**src/afmt_pkg.sv**
```systemverilog
/*
  constants, types and register map of the output formatter.
  assumes a 20 MHz system clock and a 32-bit AHB-Lite register bus.
*/
package afmt_pkg;
  localparam int CLK_PERIOD_NS = 50;
  localparam int NAP_PERIOD_NS = 2000;
  localparam int NAP_CYC = NAP_PERIOD_NS / CLK_PERIOD_NS;
  localparam int RELOCK_CYCLES = 100;
  localparam int PHASE_STEPS_LOG2 = 3;
  localparam logic [3:0] ADDR_TIMING = 4'h0;
  localparam logic [3:0] ADDR_OUTMODE = 4'h4;
  localparam logic [3:0] ADDR_FORMAT = 4'h8;
  localparam logic [3:0] ADDR_STATUS = 4'hc;
  localparam int TC_DCS = 0;
  localparam int TC_INV = 1;
  localparam int TC_PH = 2;
  localparam int OM_MODE = 0;
  localparam int OM_CUR = 2;
  localparam int OM_TERM = 5;
  localparam int DF_TWOS = 0;
  localparam int DF_RAND = 1;
  localparam int ST_NAP = 0;
  localparam int ST_LOCK = 1;
  localparam int ST_SE = 2;
  localparam logic [7:0] REG_RST = 8'h00;
  localparam logic [1:0] MODE_FULL = 2'h0;
  localparam logic [1:0] MODE_DDR_SE = 2'h1;
  localparam logic [1:0] MODE_DDR_DIFF = 2'h2;
  localparam logic [15:0] CODE_TOP = 16'hffff;
  localparam logic [15:0] CODE_BOTTOM = 16'h0000;
  localparam logic [15:0] MSB_FLIP = 16'h8000;
  localparam logic [12:0] CUR_DEFAULT_UA = 13'h0dac;
  // driver current per code, microamps; code 0 is the 3.5 mA default
  localparam logic [12:0] CUR_TABLE_UA [0:6] = '{
    13'h0dac, 13'h0fa0, 13'h1194, 13'h0bb8, 13'h09c4, 13'h0834, 13'h06d6
  };
  localparam logic [1:0] HRESP_OKAY = 2'h0;
  localparam logic [1:0] HTRANS_NONSEQ = 2'h2;

  typedef enum logic [1:0] {OM_FULL, OM_DDR_SE, OM_DDR_DIFF} afmt_mode_e;

  typedef struct packed {
    afmt_mode_e mode;
    logic dcs;
    logic inv;
    logic [1:0] phase;
    logic [2:0] cur;
    logic term;
    logic twos;
    logic rand_en;
  } afmt_cfg_s;
endpackage : afmt_pkg

```
**src/afmt_top.sv**
```systemverilog
/*
  output formatter: codes, saturates, randomizes and serializes converter
  samples onto full-rate or double-rate lanes with a forwarded clock.
  assumes core_code/core_over/core_under come from logic on mclk and are
  stable at each encode rising edge; encode pins and config straps are
  asynchronous and are synchronized here.
*/
// Added by the designer: the AHB-Lite register port and the address map.
// Notes on behaviour
// - three output modes, pin picks two in parallel
// - full rate: sixteen bits change on clock fall
// - double rate: two bits per lane, eight lanes
// - even bit while clock low, odd while high
// - differential: eight data, overrange and clock pairs
// - driver current default 3.5 mA, seven levels
// - internal termination doubles programmed driver current
// - overrange flag shares the sample pipeline latency
// - output clock delayed 0, 45, 90, 135 degrees, only with the stabilizer on and locked
// - separate bit inverts both output clock signals
// - offset binary default, two's complement selectable
// - midscale codes and saturation at extremes
// - randomize: upper bits xor least significant bit
// - stabilizer relocks over one hundred encode cycles
// - nap when encode stops or runs slow
// - grounded negative encode input selects single-ended
`timescale 1ns/1ps
`default_nettype none
module afmt_top
  import afmt_pkg::*;
#(
  parameter int CW = 8
) (
  input wire logic mclk,
  input wire logic rst,
  input wire logic hsel,
  input wire logic [31:0] haddr,
  input wire logic [1:0] htrans,
  input wire logic hwrite,
  input wire logic [2:0] hsize,
  input wire logic [31:0] hwdata,
  input wire logic hready,
  output logic [31:0] hrdata,
  output logic hreadyout,
  output logic [1:0] hresp,
  input wire logic encode_in_pos,
  input wire logic encode_in_neg,
  input wire logic config_style_select,
  input wire logic par_ddr_diff_sel,
  input wire logic par_dcs_en,
  input wire logic [15:0] core_code,
  input wire logic core_over,
  input wire logic core_under,
  output logic [15:0] data_out,
  output logic [7:0] lane_neg,
  output logic overrange_flag,
  output logic overrange_flag_neg,
  output logic output_clock_pos,
  output logic output_clock_neg,
  output logic diff_drive_en,
  output logic term_en,
  output logic [13:0] drive_current_ua,
  output logic nap
);
  // synchronizers: pos, neg, style, ddr pin, dcs pin
  logic [4:0] sync1_q, sync2_q;
  always_ff @(posedge mclk) begin
    if (rst) begin
      sync1_q <= '0;
      sync2_q <= '0;
    end else begin
      sync1_q <= {par_dcs_en, par_ddr_diff_sel, config_style_select,
                  encode_in_neg, encode_in_pos};
      sync2_q <= sync1_q;
    end
  end

  // register bus
  logic [7:0] tc_q, tc_d, om_q, om_d, df_q, df_d;
  logic [3:0] wa_q, wa_d;
  logic wr_q, wr_d;
  logic [31:0] rd_q, rd_d;
  logic [7:0] status;
  logic [3:0] aoff;
  always_comb begin
    tc_d = tc_q;
    om_d = om_q;
    df_d = df_q;
    rd_d = rd_q;
    aoff = haddr[3:0];
    if (wr_q) begin
      unique case (wa_q)
        ADDR_TIMING: tc_d = hwdata[7:0];
        ADDR_OUTMODE: om_d = hwdata[7:0];
        ADDR_FORMAT: df_d = hwdata[7:0];
        default: ;
      endcase
    end
    wr_d = hready && hsel && htrans == HTRANS_NONSEQ && hwrite;
    wa_d = aoff;
    if (hready && hsel && htrans == HTRANS_NONSEQ && !hwrite) begin
      unique case (aoff)
        ADDR_TIMING: rd_d = {24'h00_0000, tc_q};
        ADDR_OUTMODE: rd_d = {24'h00_0000, om_q};
        ADDR_FORMAT: rd_d = {24'h00_0000, df_q};
        ADDR_STATUS: rd_d = {24'h00_0000, status};
        default: rd_d = 32'h0000_0000;
      endcase
    end
  end
  always_ff @(posedge mclk) begin
    if (rst) begin
      tc_q <= REG_RST;
      om_q <= REG_RST;
      df_q <= REG_RST;
      wa_q <= 4'h0;
      wr_q <= 1'b0;
      rd_q <= 32'h0000_0000;
    end else begin
      tc_q <= tc_d;
      om_q <= om_d;
      df_q <= df_d;
      wa_q <= wa_d;
      wr_q <= wr_d;
      rd_q <= rd_d;
    end
  end
  assign hrdata = rd_q;

  // effective configuration; straps lock out double-rate single-ended
  afmt_cfg_s cfg;
  always_comb begin
    cfg = '0;
    if (sync2_q[2]) begin
      cfg.mode = sync2_q[3] ? OM_DDR_DIFF : OM_FULL;
      cfg.dcs = sync2_q[4];
    end else begin
      unique case (om_q[OM_MODE +: 2])
        MODE_DDR_SE: cfg.mode = OM_DDR_SE;
        MODE_DDR_DIFF: cfg.mode = OM_DDR_DIFF;
        default: cfg.mode = OM_FULL;
      endcase
      cfg.dcs = tc_q[TC_DCS];
      cfg.inv = tc_q[TC_INV];
      cfg.phase = tc_q[TC_PH +: 2];
      cfg.cur = om_q[OM_CUR +: 3];
      cfg.term = om_q[OM_TERM];
      cfg.twos = df_q[DF_TWOS];
      cfg.rand_en = df_q[DF_RAND];
    end
  end

  // encode timing: period, nap, stabilizer lock, single-ended detect
  logic enc_lvl, enc_prev_q, rise;
  logic [CW-1:0] cnt_q, cnt_d, per_q, per_d, negcnt_q, negcnt_d;
  logic [6:0] relock_q, relock_d;
  logic nap_q, nap_d, se_q, se_d;
  logic [CW-1:0] half;
  always_comb begin
    // single-ended when neg stays low over a nap window
    negcnt_d = sync2_q[1] ? '0 : negcnt_q;
    if (!sync2_q[1] && negcnt_q <= CW'(NAP_CYC))
      negcnt_d = negcnt_q + 1'b1;
    se_d = negcnt_q > CW'(NAP_CYC);
    enc_lvl = se_q ? sync2_q[0] : (sync2_q[0] && !sync2_q[1]);
    rise = enc_lvl && !enc_prev_q;
    half = per_q >> 1;
    cnt_d = cnt_q;
    per_d = per_q;
    relock_d = relock_q;
    nap_d = nap_q;
    if (rise) begin
      cnt_d = '0;
      per_d = cnt_q + 1'b1;
      nap_d = 1'b0;
      if (nap_q || per_d != per_q)
        relock_d = 7'(RELOCK_CYCLES);
      else if (relock_q != 7'h00)
        relock_d = relock_q - 1'b1;
    end else if (cnt_q < CW'(NAP_CYC)) begin
      cnt_d = cnt_q + 1'b1;
    end else begin
      nap_d = 1'b1;
    end
  end
  always_ff @(posedge mclk) begin
    if (rst) begin
      enc_prev_q <= 1'b0;
      cnt_q <= '0;
      per_q <= '0;
      negcnt_q <= '0;
      relock_q <= 7'h00;
      nap_q <= 1'b1;
      se_q <= 1'b0;
    end else begin
      enc_prev_q <= enc_lvl;
      cnt_q <= cnt_d;
      per_q <= per_d;
      negcnt_q <= negcnt_d;
      relock_q <= relock_d;
      nap_q <= nap_d;
      se_q <= se_d;
    end
  end
  assign status = {5'h00, se_q, relock_q == 7'h00, nap_q};

  // sample formatting, one word per encode rise
  logic [15:0] fmt, word_q, word_d;
  logic ovr_q, ovr_d;
  always_comb begin
    fmt = core_code;
    if (core_over)
      fmt = CODE_TOP;
    else if (core_under)
      fmt = CODE_BOTTOM;
    if (cfg.twos)
      fmt = fmt ^ MSB_FLIP;
    if (cfg.rand_en)
      fmt = fmt ^ {{15{fmt[0]}}, 1'b0};
    word_d = word_q;
    ovr_d = ovr_q;
    if (rise && !nap_q) begin
      word_d = fmt;
      ovr_d = core_over || core_under;
    end
  end
  always_ff @(posedge mclk) begin
    if (rst) begin
      word_q <= 16'h0000;
      ovr_q <= 1'b0;
    end else begin
      word_q <= word_d;
      ovr_q <= ovr_d;
    end
  end

  // pins: data changes on rise, and at half period in double rate; clock phase derived
  logic [15:0] data_q, data_d;
  logic [7:0] lneg_q, lneg_d, even, odd;
  logic of_q, of_d, ck_q, ck_d, base;
  logic [CW-1:0] dly, sp;
  logic [CW+1:0] prod;
  logic [13:0] cur_q, cur_d;
  logic [12:0] cur_ua;
  logic diff_q, term_q, nap_o_q, ofn_q, ckn_q;
  for (genvar g = 0; g < 8; g++) begin : g_lane
    assign even[g] = word_d[2*g];
    assign odd[g] = word_d[2*g+1];
  end
  always_comb begin
    // 45 degree steps are eighths of the measured encode period
    prod = (CW+2)'(cfg.phase) * (CW+2)'(per_q);
    dly = (cfg.dcs && relock_q == 7'h00) ?
          CW'(prod >> PHASE_STEPS_LOG2) : '0;
    // next count, so clock and lane edges land on the same mclk edge
    sp = (cnt_d >= dly) ? cnt_d - dly : cnt_d + per_q - dly;
    // without the stabilizer the clock follows the encode duty cycle
    base = cfg.dcs ? (sp >= half) : !enc_lvl;
    ck_d = base ^ cfg.inv;
    data_d = data_q;
    of_d = of_q;
    if (rise && !nap_q) begin
      of_d = ovr_d;
      if (cfg.mode == OM_FULL)
        data_d = word_d;
      else
        data_d = {8'h00, even};
    end else if (cnt_d == half && cfg.mode != OM_FULL && !nap_q) begin
      data_d = {8'h00, odd};
    end
    lneg_d = (cfg.mode == OM_DDR_DIFF) ? ~data_d[7:0] : 8'h00;
    cur_ua = (cfg.cur == 3'h7) ? CUR_DEFAULT_UA : CUR_TABLE_UA[cfg.cur];
    cur_d = cfg.term ? {cur_ua, 1'b0} : {1'b0, cur_ua};
  end
  always_ff @(posedge mclk) begin
    if (rst) begin
      data_q <= 16'h0000;
      lneg_q <= 8'h00;
      of_q <= 1'b0;
      ck_q <= 1'b0;
      ofn_q <= 1'b1;
      ckn_q <= 1'b1;
      cur_q <= {1'b0, CUR_DEFAULT_UA};
      diff_q <= 1'b0;
      term_q <= 1'b0;
      nap_o_q <= 1'b1;
      hreadyout <= 1'b1;
      hresp <= HRESP_OKAY;
    end else begin
      data_q <= data_d;
      lneg_q <= lneg_d;
      of_q <= of_d;
      ck_q <= ck_d;
      ofn_q <= !of_d;
      ckn_q <= !ck_d;
      cur_q <= cur_d;
      diff_q <= cfg.mode == OM_DDR_DIFF;
      term_q <= cfg.term && cfg.mode == OM_DDR_DIFF;
      nap_o_q <= nap_q;
      hreadyout <= 1'b1;
      hresp <= HRESP_OKAY;
    end
  end
  assign data_out = data_q;
  assign lane_neg = lneg_q;
  assign overrange_flag = of_q;
  // complements come from their own flops so both legs switch together
  assign overrange_flag_neg = ofn_q;
  assign output_clock_pos = ck_q;
  assign output_clock_neg = ckn_q;
  assign diff_drive_en = diff_q;
  assign term_en = term_q;
  assign drive_current_ua = cur_q;
  assign nap = nap_o_q;
endmodule : afmt_top
`default_nettype wire

```
**config.mk**
```make
export PLATFORM = sky130hd
export DESIGN_NAME = afmt_top
export DESIGN_NICKNAME = d
export VERILOG_FILES = /design/src/afmt_pkg.sv /design/src/afmt_top.sv
export SDC_FILE = /design/constraint.sdc
export NUM_CORES = 1
export LEC_CHECK = 0
export ABC_AREA = 0
export BUFFER_PORTS_ARGS = -buffer_cell sky130_fd_sc_hd__buf_2
export CAP_MARGIN = 25
export CORE_UTILIZATION = 59
export DETAILED_ROUTE_END_ITERATION = 6
export HOLD_SLACK_MARGIN = 0.03
export PLACE_DENSITY = 0.86
export SLEW_MARGIN = 40
export SYNTH_ARGS = -nofsm -noshare
export SYNTH_HDL_FRONTEND = slang
export SYNTH_SLANG_ARGS = --single-unit
```
**constraint.sdc**
```tcl
create_clock -name mclk -period 13.4 [get_ports mclk]
set_clock_uncertainty 0.2 [all_clocks]
set_input_delay 1.34 -clock mclk [delete_from_list [all_inputs] [get_ports mclk]]
set_output_delay 1.34 -clock mclk [all_outputs]
set_load 0.05 [all_outputs]
```
# Word-level counts from Yosys, hierarchy flattened
# Memories as Yosys holds them, arrays and structs flattened.
# Cells that the tools add are included.
# totals
register_bits,167
latch_bits,0
mem_bits_rw,0
romBits,104
in_bits,97
out_inout_bits,80
word_cells,132
n_memories,1
# memory_table
memory,words,width,rd,rd_ports_with_merged_regs,wr,line_no,source
(no name shown),8,13,1,0,0,afmt_top.sv:271,cur_ua = (cfg.cur == 3'h7) ? CUR_DEFAULT_UA : CUR_TABLE_UA[cfg.cur];
# op_classes
n_addsub,6
mul,1
div_mod_pow,0
n_lt_le_gt_ge,6
eq_ne,13
shift,0
n_mux,31
bitwise_logic,7
reduce_logical,37
# op_table
operator,n
$mux 16,8
$mux 13,4
$mux 8,5
$pmux 8 s4,1
$mux 7,3
$add 8x1->8 const B,2
$ge 8x7->1,2
$sub 8x7->8,2
$xor 16x16->16,1
$eq 4x4->1 const B,3
$logic_and 1x1->1,12
$mul 2x8->10,1
$mux 9,1
$add 8x8->8,1
$eq 4x3->1 const B,2
$eq 8x7->1,1
$gt 8x6->1 const B,1
$le 8x6->1 const B,1
$logic_not 4->1,2
$lt 8x6->1 const B,1
$ne 8x8->1,1
$not 8->8,1
$reduce_and 2->1,4
$reduce_bool 2->1,4
other kinds (19),37

# Logic depth before layout (Yosys ltp)
# Gate-level depths: netlist (run 1).
# depth
depth_word,12
mapped_depth,28
ltp_nobuf,26

# Worst setup path before layout (run 1)
# No wires, ideal clock.
# synth_path
kind,register -> register
from,reg sync2_q[2]
to,reg ck_q (netlist: output_clock_pos)
setup_time_ns,0.120
t_arrival_ns,5.398
t_required_ns,13.080
slack_ns,7.682
path_stages_with_launch,28
n_path_buf,2
period_less_slack_ns,5.718
cell_sequence,dfxtp_1 -> clkbuf_1 -> nor2b_1 -> and2_1 -> ha_1 -> and4_1 -> a21oi_1 -> o21bai_1 -> a21oi_1 -> xnor2_1 -> nand2_1 -> ha_1 -> a211o_1 -> o211ai_1 -> a21oi_1 -> a21o_1 -> or2_2 -> clkbuf_1 -> nand2_1 -> o21ai_0 -> ha_1 -> a21o_1 -> a31oi_1 -> o21ai_0 -> a31o_2 -> o41ai_1 -> nor3_1 -> or2_1
# synth_between
elab_chain_len,8
word_cells_on_any_way,12
classes_between,add/sub (2); mul (1); order compare (2); mux (5); bitwise (1); reduce/logical (1)
# synth_rtl
item,line_no,source
from (decl),afmt_top.sv:65,"logic [4:0] sync1_q, sync2_q;"
from (signal assigned),afmt_top.sv:73,sync2_q <= sync1_q;
$mux 9 or $mux 3 (tied branches),afmt_top.sv:133,if (sync2_q[2]) begin
$mul 2x8->10 or $logic_and 1x1->1 (tied branches),"afmt_top.sv:251, afmt_top.sv:252",
$mux 7,afmt_top.sv:252,dly = (cfg.dcs && relock_q == 7'h00) ?
$sub 8x7->8 or $ge 8x7->1 (tied branches),afmt_top.sv:255,sp = (cnt_d >= dly) ? cnt_d - dly : cnt_d + per_q - dly;
$mux 8,afmt_top.sv:255,
$ge 8x7->1,afmt_top.sv:257,base = cfg.dcs ? (sp >= half) : !enc_lvl;
$mux 1,afmt_top.sv:257,
$xor 1x1->1 (*),afmt_top.sv:258,ck_d = base ^ cfg.inv;
to (signal assigned),afmt_top.sv:292,ck_q <= ck_d;
to (decl),afmt_top.sv:239,"logic of_q, of_d, ck_q, ck_d, base;"
# Mark *: on every way between the ends. The rest lies on a longest branch, timed or not.
# A chain may end at the register's enable or synchronous reset.

# Worst setup path in the final report (run 1)
# Ends and elaborated chain as after synthesis.

==> impl_metrics.yaml, run 1 <==
clock_tree:
  cts_resized: 0
  clkTransAtPathRegs_ps: 50
  cts_sinks: 133
  cts_root_buffer: "clkbuf_16"
  tritoncts: "built"
  clock_path_buffers: 2
  post_cts_buffers: 0
  clk_latency_ps: 410
  h-tree-depth: 4
  cts_buffers: 17
  hold_buffers: 0
worst_setup_path:
  critPathLaunchType: "flop"
  required_ps: 13490
  crit_family: "compound AO/OA/AOI/OAI gates"
  crit_buf_inv: 1
  reg2reg_slack_ps: 6980
  cpPeakStageDelay_ps: 460
  crit_type: "flop to flop"
  crit_path_max_fanout: 21
  end_kind: "flop"
  cp.arrival_ps: 6510
  cp_slowest_cell: "o41ai_1"
pwr:
  peakVddDrop_v: 0.000113
  p_per_area_mw_per_mm2: 112
  clkPwrFrac_pct: 43.5
  p_seq_share_pct: 41.1
  net-switching-power_mw: 0.262
  p_comb_share_pct: 15.4
  power.share.switching_pct: 26.2
  p_int_mw: 0.738
  leakage_nw: 3.92
synth:
  synthFlopType: "dfxtp_1"
  syn_area_per_cell_um2: 8.35
  ys_seq_elements: 133
  yosysUniqueCellTypes: 79
  syn-cell-area_mm2: 0.00801
  ys_seq_area_share_pct: 33.3
  async_flop_share_pct: 0
  synth_warnings: 0
  synth_enable_flop_cells: 0
  syn_inst: 959
flow_run:
  maxCapViolCount: 0
placed_design:
  place_ws_ps: 7030
  gp_congestion: 0.871
  hpwl_um: 13000
  port-buffer-count: 93
drt:
  antenna_left: 0
  via_per_inst: 5.71
  routed_wl_um: 18100
  drt-initial-drc-count: 651
  wl_per_cell_um: 14.9
  via_count: 6904
  drc: 0
  firstDrtPassIters: 6
finish:
  antenna_cells: 0
  drive_gt1_share_pct: 15.5
  area_growth_pct: 11.5
  fin_nets: 1167
floorplanning:
  num_rows: 42
  coreArea_mm2: 0.0132
  fp.dieW_um: 118
  die_h_um: 118
  die_area_mm2: 0.0140
  boundaryPins: 177
  start_util_pct: 60.4
sta:
  fin_crit_ps: 6420
  rsz0062_at_grt: "false"
  slew_headroom_pct: 46.6
  hold_viol: 0
  max_freq_mhz: 156
  finalCritPeriodShare_pct: 47.9
  holdWs_ps: 232
  setup_ws_ps: 6980
  setup_viol: 0
  drv_slew: 0
  final.setup.tns_ps: 0
  tightest_slew_ps: 801
grt:
  grt.total_usage_pct: 26.1
  globalRouteOverflowTotal: 0
  antenna_found_initial: 0
  grt_max_degree: 73
  grt_pass1_vias: 6371
  grt_pass1_wl_um: 29500
run_status:
  status: "finished clean"
hold_path:
  hold_class: "flop to flop"
[cells in the final DEF, fill, tap and decap left out, types with 7 or more instances in the layout]
master     count
nand3_1       15
xor2_1        19
nor2b_1       32
nor3_1        37
conb_1        28
nor3b_1        8
nor2_1       128
a21oi_1       48
a211oi_1      11
inv_1         49
and4_1        10
fa_1           8
dfxtp_1      133
o21bai_1      15
a31oi_1       20
a22oi_1        8
mux2i_1       35
nand2_1       66
clkbuf_16     17
and2_1        17
nand2b_1      14
o21ai_0       36
xnor2_1       27
or3_1          7
buf_2         93
or2_2          7
ha_1          37
[sequential cells by signal (all words and copies together), names as in the netlist, 8 cells and up]
name              cells
per_q                 8
negcnt_q              8
tc_q                  8
drive_current_ua     13
om_q                  8
data_out             16
lane_neg              8
hrdata                8
df_q                  8
cnt_q                 8
word_q                8
[per-layer routing]
metal / vias to the layer above / track usage (%) / share of wire, %
li1: 3385 / - / -
met1: 3231 / 32.8 / 44
met2: 256 / 43.6 / 48
met3: 32 / 6.27 / 6.5
met4: 0 / 9.18 / 1.9
met5: - / 0 / 0
[path summary, 6_finish.rpt]
check        startpoint               end  cells after the start
max          sync2_q[2]  output_clock_pos                     25
min          sync1_q[1]        sync2_q[1]                      1
max reg2reg  sync2_q[2]  output_clock_pos                     25
min reg2reg  sync1_q[1]        sync2_q[1]                      1
[power by group through the flow]
stage / registers, mW / clock network [mW] / logic, mW
after floorplan: 0.421 / 0 / 0.124
after global placement: 0.419 / 0 / 0.149
after detailed placement: 0.419 / 0 / 0.152
after CTS: 0.411 / 0.438 / 0.153
after global routing: 0.412 / 0.456 / 0.170
final: 0.411 / 0.435 / 0.154
[cell families after synthesis]
logic type	after synthesis	synth area share [%]
other	2	0.0938
XOR/XNOR	49	5.86
AND/OR/NAND/NOR	386	25.0
AO/OA/AOI/OAI	175	14.0
flip-flops	133	33.3
buffers and inverters	126	7.94
adder cells (fa/ha/maj)	45	7.78
multiplexers	43	6.11
[area by class of cell]
cell class                 count  area [µm²]
clock buffer                  22         464
clock inverter                 5        78.8
fill                        1025        4320
inverter                      50         188
multi-input combinational    726        4810
sequential                   133        2660
tap                          176         220
timing repair buffer          97         495
[worst reg2reg max path: cells and delay by family (launching register included)]
family                   cells  cell delay (ps)
buffers and inverters        1              210
XOR/XNOR                     1              170
AND/OR/NAND/NOR              7             1680
flip-flops                   1              290
AO/OA/AOI/OAI               13             2880
adder cells (fa/ha/maj)      3              870
[cells in the mapped netlist (4+ instances only)]
| library cell | number | area, µm² |
|---|---|---|
| dfxtp_1 | 133 | 2660 |
| nor2_1 | 128 | 480 |
| nand2_1 | 66 | 248 |
| inv_1 | 49 | 184 |
| a21oi_1 | 48 | 240 |
| nor3_1 | 38 | 190 |
| clkbuf_1 | 37 | 139 |
| ha_1 | 37 | 463 |
| o21ai_0 | 36 | 180 |
| mux2i_1 | 35 | 350 |
| nor2b_1 | 32 | 200 |
| buf_4 | 29 | 218 |
| xnor2_1 | 27 | 236 |
| a31oi_1 | 20 | 125 |
| xor2_1 | 19 | 166 |
| and2_1 | 16 | 100 |
| nand3_1 | 15 | 75.1 |
| o21bai_1 | 15 | 113 |
| nand2b_1 | 14 | 87.6 |
| a211oi_1 | 12 | 90.1 |
| and4_1 | 10 | 87.6 |
| a22oi_1 | 8 | 60.1 |
| fa_1 | 8 | 160 |
| nor3b_1 | 8 | 60.1 |
| or2_2 | 7 | 43.8 |
| or3_1 | 7 | 43.8 |
| a21o_1 | 6 | 45.0 |
| and3_1 | 5 | 31.3 |
| o21a_1 | 5 | 37.5 |
| buf_6 | 4 | 45.0 |
| mux2_2 | 4 | 45.0 |
| nor4bb_1 | 4 | 40.0 |
| o31ai_1 | 4 | 30.0 |
| or4_1 | 4 | 30.0 |
[through the flow]
stage,total power [mW],instance area (µm²),util [%],instances
floorplan,0.546,8100,-,985
global placement,0.567,8370,63.2,1182
detailed placement,0.571,8380,63.2,1182
CTS,1.00,8920,67.3,1209
global route,1.04,8920,67.4,1209
finish,1.00,8920,67.4,1209
(Power assumes the default switching activity.)
==> inputs of run 2 (changes only) <==
--- a/config.mk
+++ b/config.mk
@@ -5,13 +5,13 @@
 export SDC_FILE = /design/constraint.sdc
 export NUM_CORES = 1
 export LEC_CHECK = 0
-export ABC_AREA = 0
+export ABC_AREA = 1
 export BUFFER_PORTS_ARGS = -buffer_cell sky130_fd_sc_hd__buf_2
 export CAP_MARGIN = 25
-export CORE_UTILIZATION = 59
+export CORE_UTILIZATION = 55
 export DETAILED_ROUTE_END_ITERATION = 6
 export HOLD_SLACK_MARGIN = 0.03
-export PLACE_DENSITY = 0.86
+export PLACE_DENSITY = 0.81
 export SLEW_MARGIN = 40
 export SYNTH_ARGS = -nofsm -noshare
 export SYNTH_HDL_FRONTEND = slang
==> constraint.sdc (replaced) <==
create_clock -name mclk -period 6.2 [get_ports mclk]
set_clock_uncertainty 0.2 [all_clocks]
set_input_delay 0.62 -clock mclk [delete_from_list [all_inputs] [get_ports mclk]]
set_output_delay 0.62 -clock mclk [all_outputs]
set_load 0.05 [all_outputs]
==> run 2 against run 1 <==
  * Maximum frequency is 20% higher
  * Synthesized area is 4.1% lower
  * The run now ends with DRC left
  * Flip-flop and latch count is 1 higher
  * Power is 110% higher
  * Die area is 2.8% higher
==> impl_metrics.yaml, run 2 <==
run_status:
  status: "finished with violations"
  violations: "DRC"
finish:
  postLayoutCoreUtil_pct: 64.5
  layout_common_cells: "nand2_1 (211), inv_1 (172), dfxtp_1 (134), nor2_1 (128), buf_2 (93)"
  drive_gt1_share_pct: 14.6
  antenna_cells: 0
  final_common_cell: "nand2_1"
  fin_nets: 1321
  largest_reg_flops: 16
  nFillCells: 1175
  seq_area_mm2: 0.00268
  multi_input_area_mm2: 0.00408
  area_growth_pct: 13.1
  finish.instance_area_mm2: 0.00868
sta:
  hold_viol: 0
  setup_ws_ps: 852
  finalCritPeriodShare_pct: 86.3
  max_freq_mhz: 187
  final.setup.tns_ps: 0
  setup_viol: 0
  slew_headroom_pct: 47.2
  rsz0062_at_grt: "false"
  fin_crit_ps: 5350
  tightest_slew_ps: 790
  holdWs_ps: 204
  drv_slew: 0
clock_tree:
  post_cts_buffers: 0
  cts_buffers: 17
  cts_resized: 0
  hold_buffers: 0
  clock_path_buffers: 2
  cts_sinks: 134
  tritoncts: "built"
  clk_latency_ps: 420
  clkTransAtPathRegs_ps: 60
  h-tree-depth: 4
  cts_root_buffer: "clkbuf_16"
synth:
  syn_area_per_cell_um2: 7.02
  post-synth-top-count-cell: "nand2_1"
  synthFlopType: "dfxtp_1"
  synth_enable_flop_cells: 0
  synth_top_cell_by_area: "dfxtp_1"
  yosysUniqueCellTypes: 44
  ys_seq_area_share_pct: 34.9
  async_flop_share_pct: 0
  ys_seq_elements: 134
  synth_top_area_share_pct: 34.9
  synthTopCellsByArea: "dfxtp_1 (35%), nand2_1 (10%), inv_1 (8.4%)"
  syn_inst: 1093
  synth_warnings: 0
  syn-cell-area_mm2: 0.00768
  synth_commonest_cells: "nand2_1 (211), inv_1 (172), dfxtp_1 (134), nor2_1 (128), a21oi_1 (89)"
drt:
  drc: 1
  drt-initial-drc-count: 571
  firstDrtPassIters: 7
  wl_per_cell_um: 13.0
  via_count: 7131
  via_per_inst: 5.21
  routed_wl_um: 17700
  antenna_left: 0
placed_design:
  port-buffer-count: 93
  hpwl_um: 13100
  gp_congestion: 0.939
  dpl_cell_area_mm2: 0.00814
  place_ws_ps: 957
floorplanning:
  die_h_um: 120
  num_rows: 42
  coreArea_mm2: 0.0135
  start_util_pct: 57.1
  fp.dieW_um: 120
  die_area_mm2: 0.0144
  boundaryPins: 177
worst_setup_path:
  end_kind: "flop"
  critPathLaunchType: "flop"
  cp.arrival_ps: 5460
  cpPeakStageDelay_ps: 580
  cp_slowest_cell: "dfxtp_1"
  required_ps: 6310
  crit_type: "flop to flop"
  crit_path_max_fanout: 9
  critPathMostFrequentCell: "nand2_1"
pwr:
  peakVddDrop_v: 0.000241
  p_per_area_mw_per_mm2: 246
  leakage_nw: 4.09
hold_path:
  hold_class: "input pin to flop"
grt:
  grt_pass1_wl_um: 29900
  grt_pass1_vias: 6571
  grt_max_degree: 67
  antenna_found_initial: 0
  grt.total_usage_pct: 25.7
  globalRouteOverflowTotal: 0
flow_run:
  maxCapViolCount: 0
## run 2: changes by cell type in the layout (fill, tap and decap cells not counted), moves of 14 or more
| cell | change |
|---|---|
| nand2b_1 | -14 |
| inv_1 | +123 |
| and2_1 | -17 |
| nor3_1 | -28 |
| a31oi_1 | -16 |
| nand2_1 | +145 |
| mux2i_1 | -33 |
| nand3_1 | +28 |
| nor2b_1 | -32 |
| o21ai_0 | +24 |
| a21oi_1 | +41 |
## run 2: per-layer routing
layer / up-vias / track usage (%) / wire (µm)
met4: 0 / 9.84 / 290
met2: 256 / 41.4 / 8200
met5: - / 0 / 0
met1: 3237 / 33.7 / 8200
met3: 33 / 5.28 / 1040
li1: 3605 / - / -
## run 2: area by class of cell
cell class / count / share of cell area (%)
multi-input combinational: 750 / 47.0
timing repair buffer: 95 / 5.53
inverter: 181 / 7.83
clock buffer: 20 / 5.26
sequential: 134 / 30.9
tap: 176 / 2.54
clock inverter: 12 / 0.908
## run 2: worst paths after layout
path | startpoint | to | slack, ps | cells after the start
max | sync2_q[2] | output_clock_pos | 850 | 41
min | par_dcs_en | sync1_q[4] | 200 | 3
max reg2reg | sync2_q[2] | output_clock_pos | 850 | 41
min reg2reg | sync1_q[0] | sync2_q[0] | 200 | 2
## run 2: worst max-delay path: cells and delay by family (launching register included)
| kind | cells | cell delay (ps) |
|---|---|---|
| flip-flops | 1 | 580 |
| buffers and inverters | 6 | 660 |
| adder cells (fa/ha/maj) | 3 | 900 |
| AND/OR/NAND/NOR | 30 | 2590 |
| AO/OA/AOI/OAI | 2 | 310 |
## run 2: logic make-up after synthesis
| family | count (synthesis) | share of synthesized area, % |
|---|---|---|
| compound gates | 192 | 13.8 |
| xor+xnor | 35 | 3.99 |
| fa+ha+maj | 45 | 8.12 |
| buf+inv | 235 | 13.2 |
| flops | 134 | 34.9 |
| mux | 2 | 0.261 |
| other cells | 2 | 0.0978 |
| simple gates | 448 | 25.5 |
## run 2: metrics by stage
step,total power [mW],cells
floorplan,1.19,1119
global placement,1.24,1336
global route,2.24,1368
finish,2.13,1368
detailed placement,1.25,1336
CTS,2.14,1368
## run 2: where the power goes
part           internal, mW  total [mW]  switching [mW]
Combinational         0.109       0.340           0.231
Clock                 0.528       0.901           0.373
Sequential            0.880       0.894          0.0138
Total                  1.52        2.13           0.617
==> inputs of run 3 (changes only) <==
--- a/config.mk
+++ b/config.mk
@@ -12,6 +12,7 @@
 export DETAILED_ROUTE_END_ITERATION = 6
 export HOLD_SLACK_MARGIN = 0.03
 export PLACE_DENSITY = 0.81
+export RECOVER_POWER = 25
 export SLEW_MARGIN = 40
 export SYNTH_ARGS = -nofsm -noshare
 export SYNTH_HDL_FRONTEND = slang
==> run 3 against run 2 <==
  * The flow finishes with violations (capacitance limit, slew limit)
  * Clock power barely moved
  * Via count shrank 0.62%
  * Power is essentially flat
  * Sequential power about the same
  * Global-route usage unchanged
  * Count of clock-buffer cells in the layout did not move
  * Critical endpoint is now output_clock_neg
==> impl_metrics.yaml, run 3 (same netlist as run 2, synthesis figures left out) <==
run_status:
  status: "finished with violations"
  violations: "capacitance limit, slew limit"
floorplanning:
  coreArea_mm2: 0.0135
  die_h_um: 120
  start_util_pct: 57.1
  die_area_mm2: 0.0144
  num_rows: 42
  fp.dieW_um: 120
  boundaryPins: 177
clock_tree:
  cts_resized: 0
  post_cts_buffers: 0
  hold_buffers: 0
  h-tree-depth: 4
  clk_latency_ps: 420
  cts_buffers: 17
  cts_sinks: 134
  tritoncts: "built"
  clkTransAtPathRegs_ps: 60
  cts_root_buffer: "clkbuf_16"
  clock_path_buffers: 2
pwr:
  leakage_nw: 4.03
  peakVddDrop_v: 0.000241
  clkPwrFrac_pct: 42.2
  net-switching-power_mw: 0.616
  p_per_area_mw_per_mm2: 247
  power.share.switching_pct: 28.9
  p_comb_share_pct: 15.9
  p_seq_share_pct: 41.9
  p_int_mw: 1.52
drt:
  drt-initial-drc-count: 543
  routed_wl_um: 17700
  wl_per_cell_um: 12.9
  via_count: 7087
  firstDrtPassIters: 5
  via_per_inst: 5.18
  drc: 0
  antenna_left: 0
grt:
  globalRouteOverflowTotal: 0
  top_usage_layer: "met2"
  use_met2_pct: 41.4
  grt_use_met1_pct: 33.7
  antenna_found_initial: 0
  grt.total_usage_pct: 25.7
  grt_use_met3_pct: 5.28
  grt_pass1_wl_um: 29900
  grt_pass1_vias: 6571
  grt_max_degree: 67
placed_design:
  hpwl_um: 13100
  dp.cells: 1336
  port-buffer-count: 93
  gp_congestion: 0.939
  place_ws_ps: 957
sta:
  setup_viol: 0
  hold_viol: 0
  slew_headroom_pct: -100
  final.setup.tns_ps: 0
  tightest_slew_ps: 3000
  setup_ws_ps: 853
  drv_slew: 110
  max_freq_mhz: 187
  fin_crit_ps: 5350
  finalCritPeriodShare_pct: 86.2
  rsz0062_at_grt: "false"
hold_path:
  hold_path_depth: 3
  hold_class: "input pin to flop"
worst_setup_path:
  crit_path_max_fanout: 9
  end_kind: "flop"
  critPathLaunchType: "flop"
  cp.arrival_ps: 5350
  crit_type: "flop to flop"
  critPathMostFrequentCell: "nand2_1"
  cpPeakStageDelay_ps: 580
  cp_slowest_cell: "dfxtp_1"
  rr_worst_depth: 39
  required_ps: 6200
flow_run:
  maxCapViolCount: 2
finish:
  final_common_cell: "nand2_1"
  fin_nets: 1321
  area_growth_pct: 12.7
  antenna_cells: 0
  layout_common_cells: "nand2_1 (211), inv_1 (172), dfxtp_1 (134), nor2_1 (128), a21oi_1 (89)"
  drive_gt1_share_pct: 13.0
  stdcell_count: 1368
  largest_reg_flops: 16
## run 3: power groups by stage
| stage | Clock [mW] | Combinational, mW | Sequential (mW) |
|---|---|---|---|
| final | 0.901 | 0.339 | 0.894 |
| after detailed placement | 0 | 0.336 | 0.911 |
| after global placement | 0 | 0.329 | 0.911 |
| after CTS | 0.907 | 0.338 | 0.893 |
| after floorplan | 0 | 0.266 | 0.921 |
| after global routing | 0.956 | 0.388 | 0.895 |
## run 3: metal layers
metal	routed length [µm]	share of wire (%)
met1	8140	46
met2	8220	47
met3	995	5.6
met4	300	1.7
met5	0	0
## run 3: worst paths after layout
check / slack (ps) / end / startpoint
worst max-delay path: 850 / output_clock_neg / sync2_q[2]
worst min-delay path: 200 / sync1_q[4] / par_dcs_en
worst max register to register: 850 / output_clock_neg / sync2_q[2]
worst min register to register: 200 / sync2_q[2] / sync1_q[2]
## run 3: layout make-up
class	instances	area (µm²)
multi-input combinational	750	4080
sequential	134	2680
inverter	181	679
tap	176	220
timing repair buffer	95	452
fill	1184	4800
clock buffer	20	457
clock inverter	12	78.8
## run 3: metrics by stage
stage | total power, mW | utilization [%] | area (µm²) | hold slack (ps)
floorplan | 1.19 | - | 7770 | 188
global placement | 1.24 | 60.5 | 8140 | 189
detailed placement | 1.25 | 60.5 | 8140 | 198
CTS | 2.14 | 64.5 | 8680 | 195
global route | 2.24 | 64.3 | 8650 | 201
finish | 2.13 | 64.3 | 8650 | 203
## run 3: worst max-delay path, delay by kind of cell (launching register included)
family          cells  cell delay [ps]
simple gates       29             2540
fa+ha+maj           3              890
buf+inv             5              590
flops               1              580
compound gates      2              310
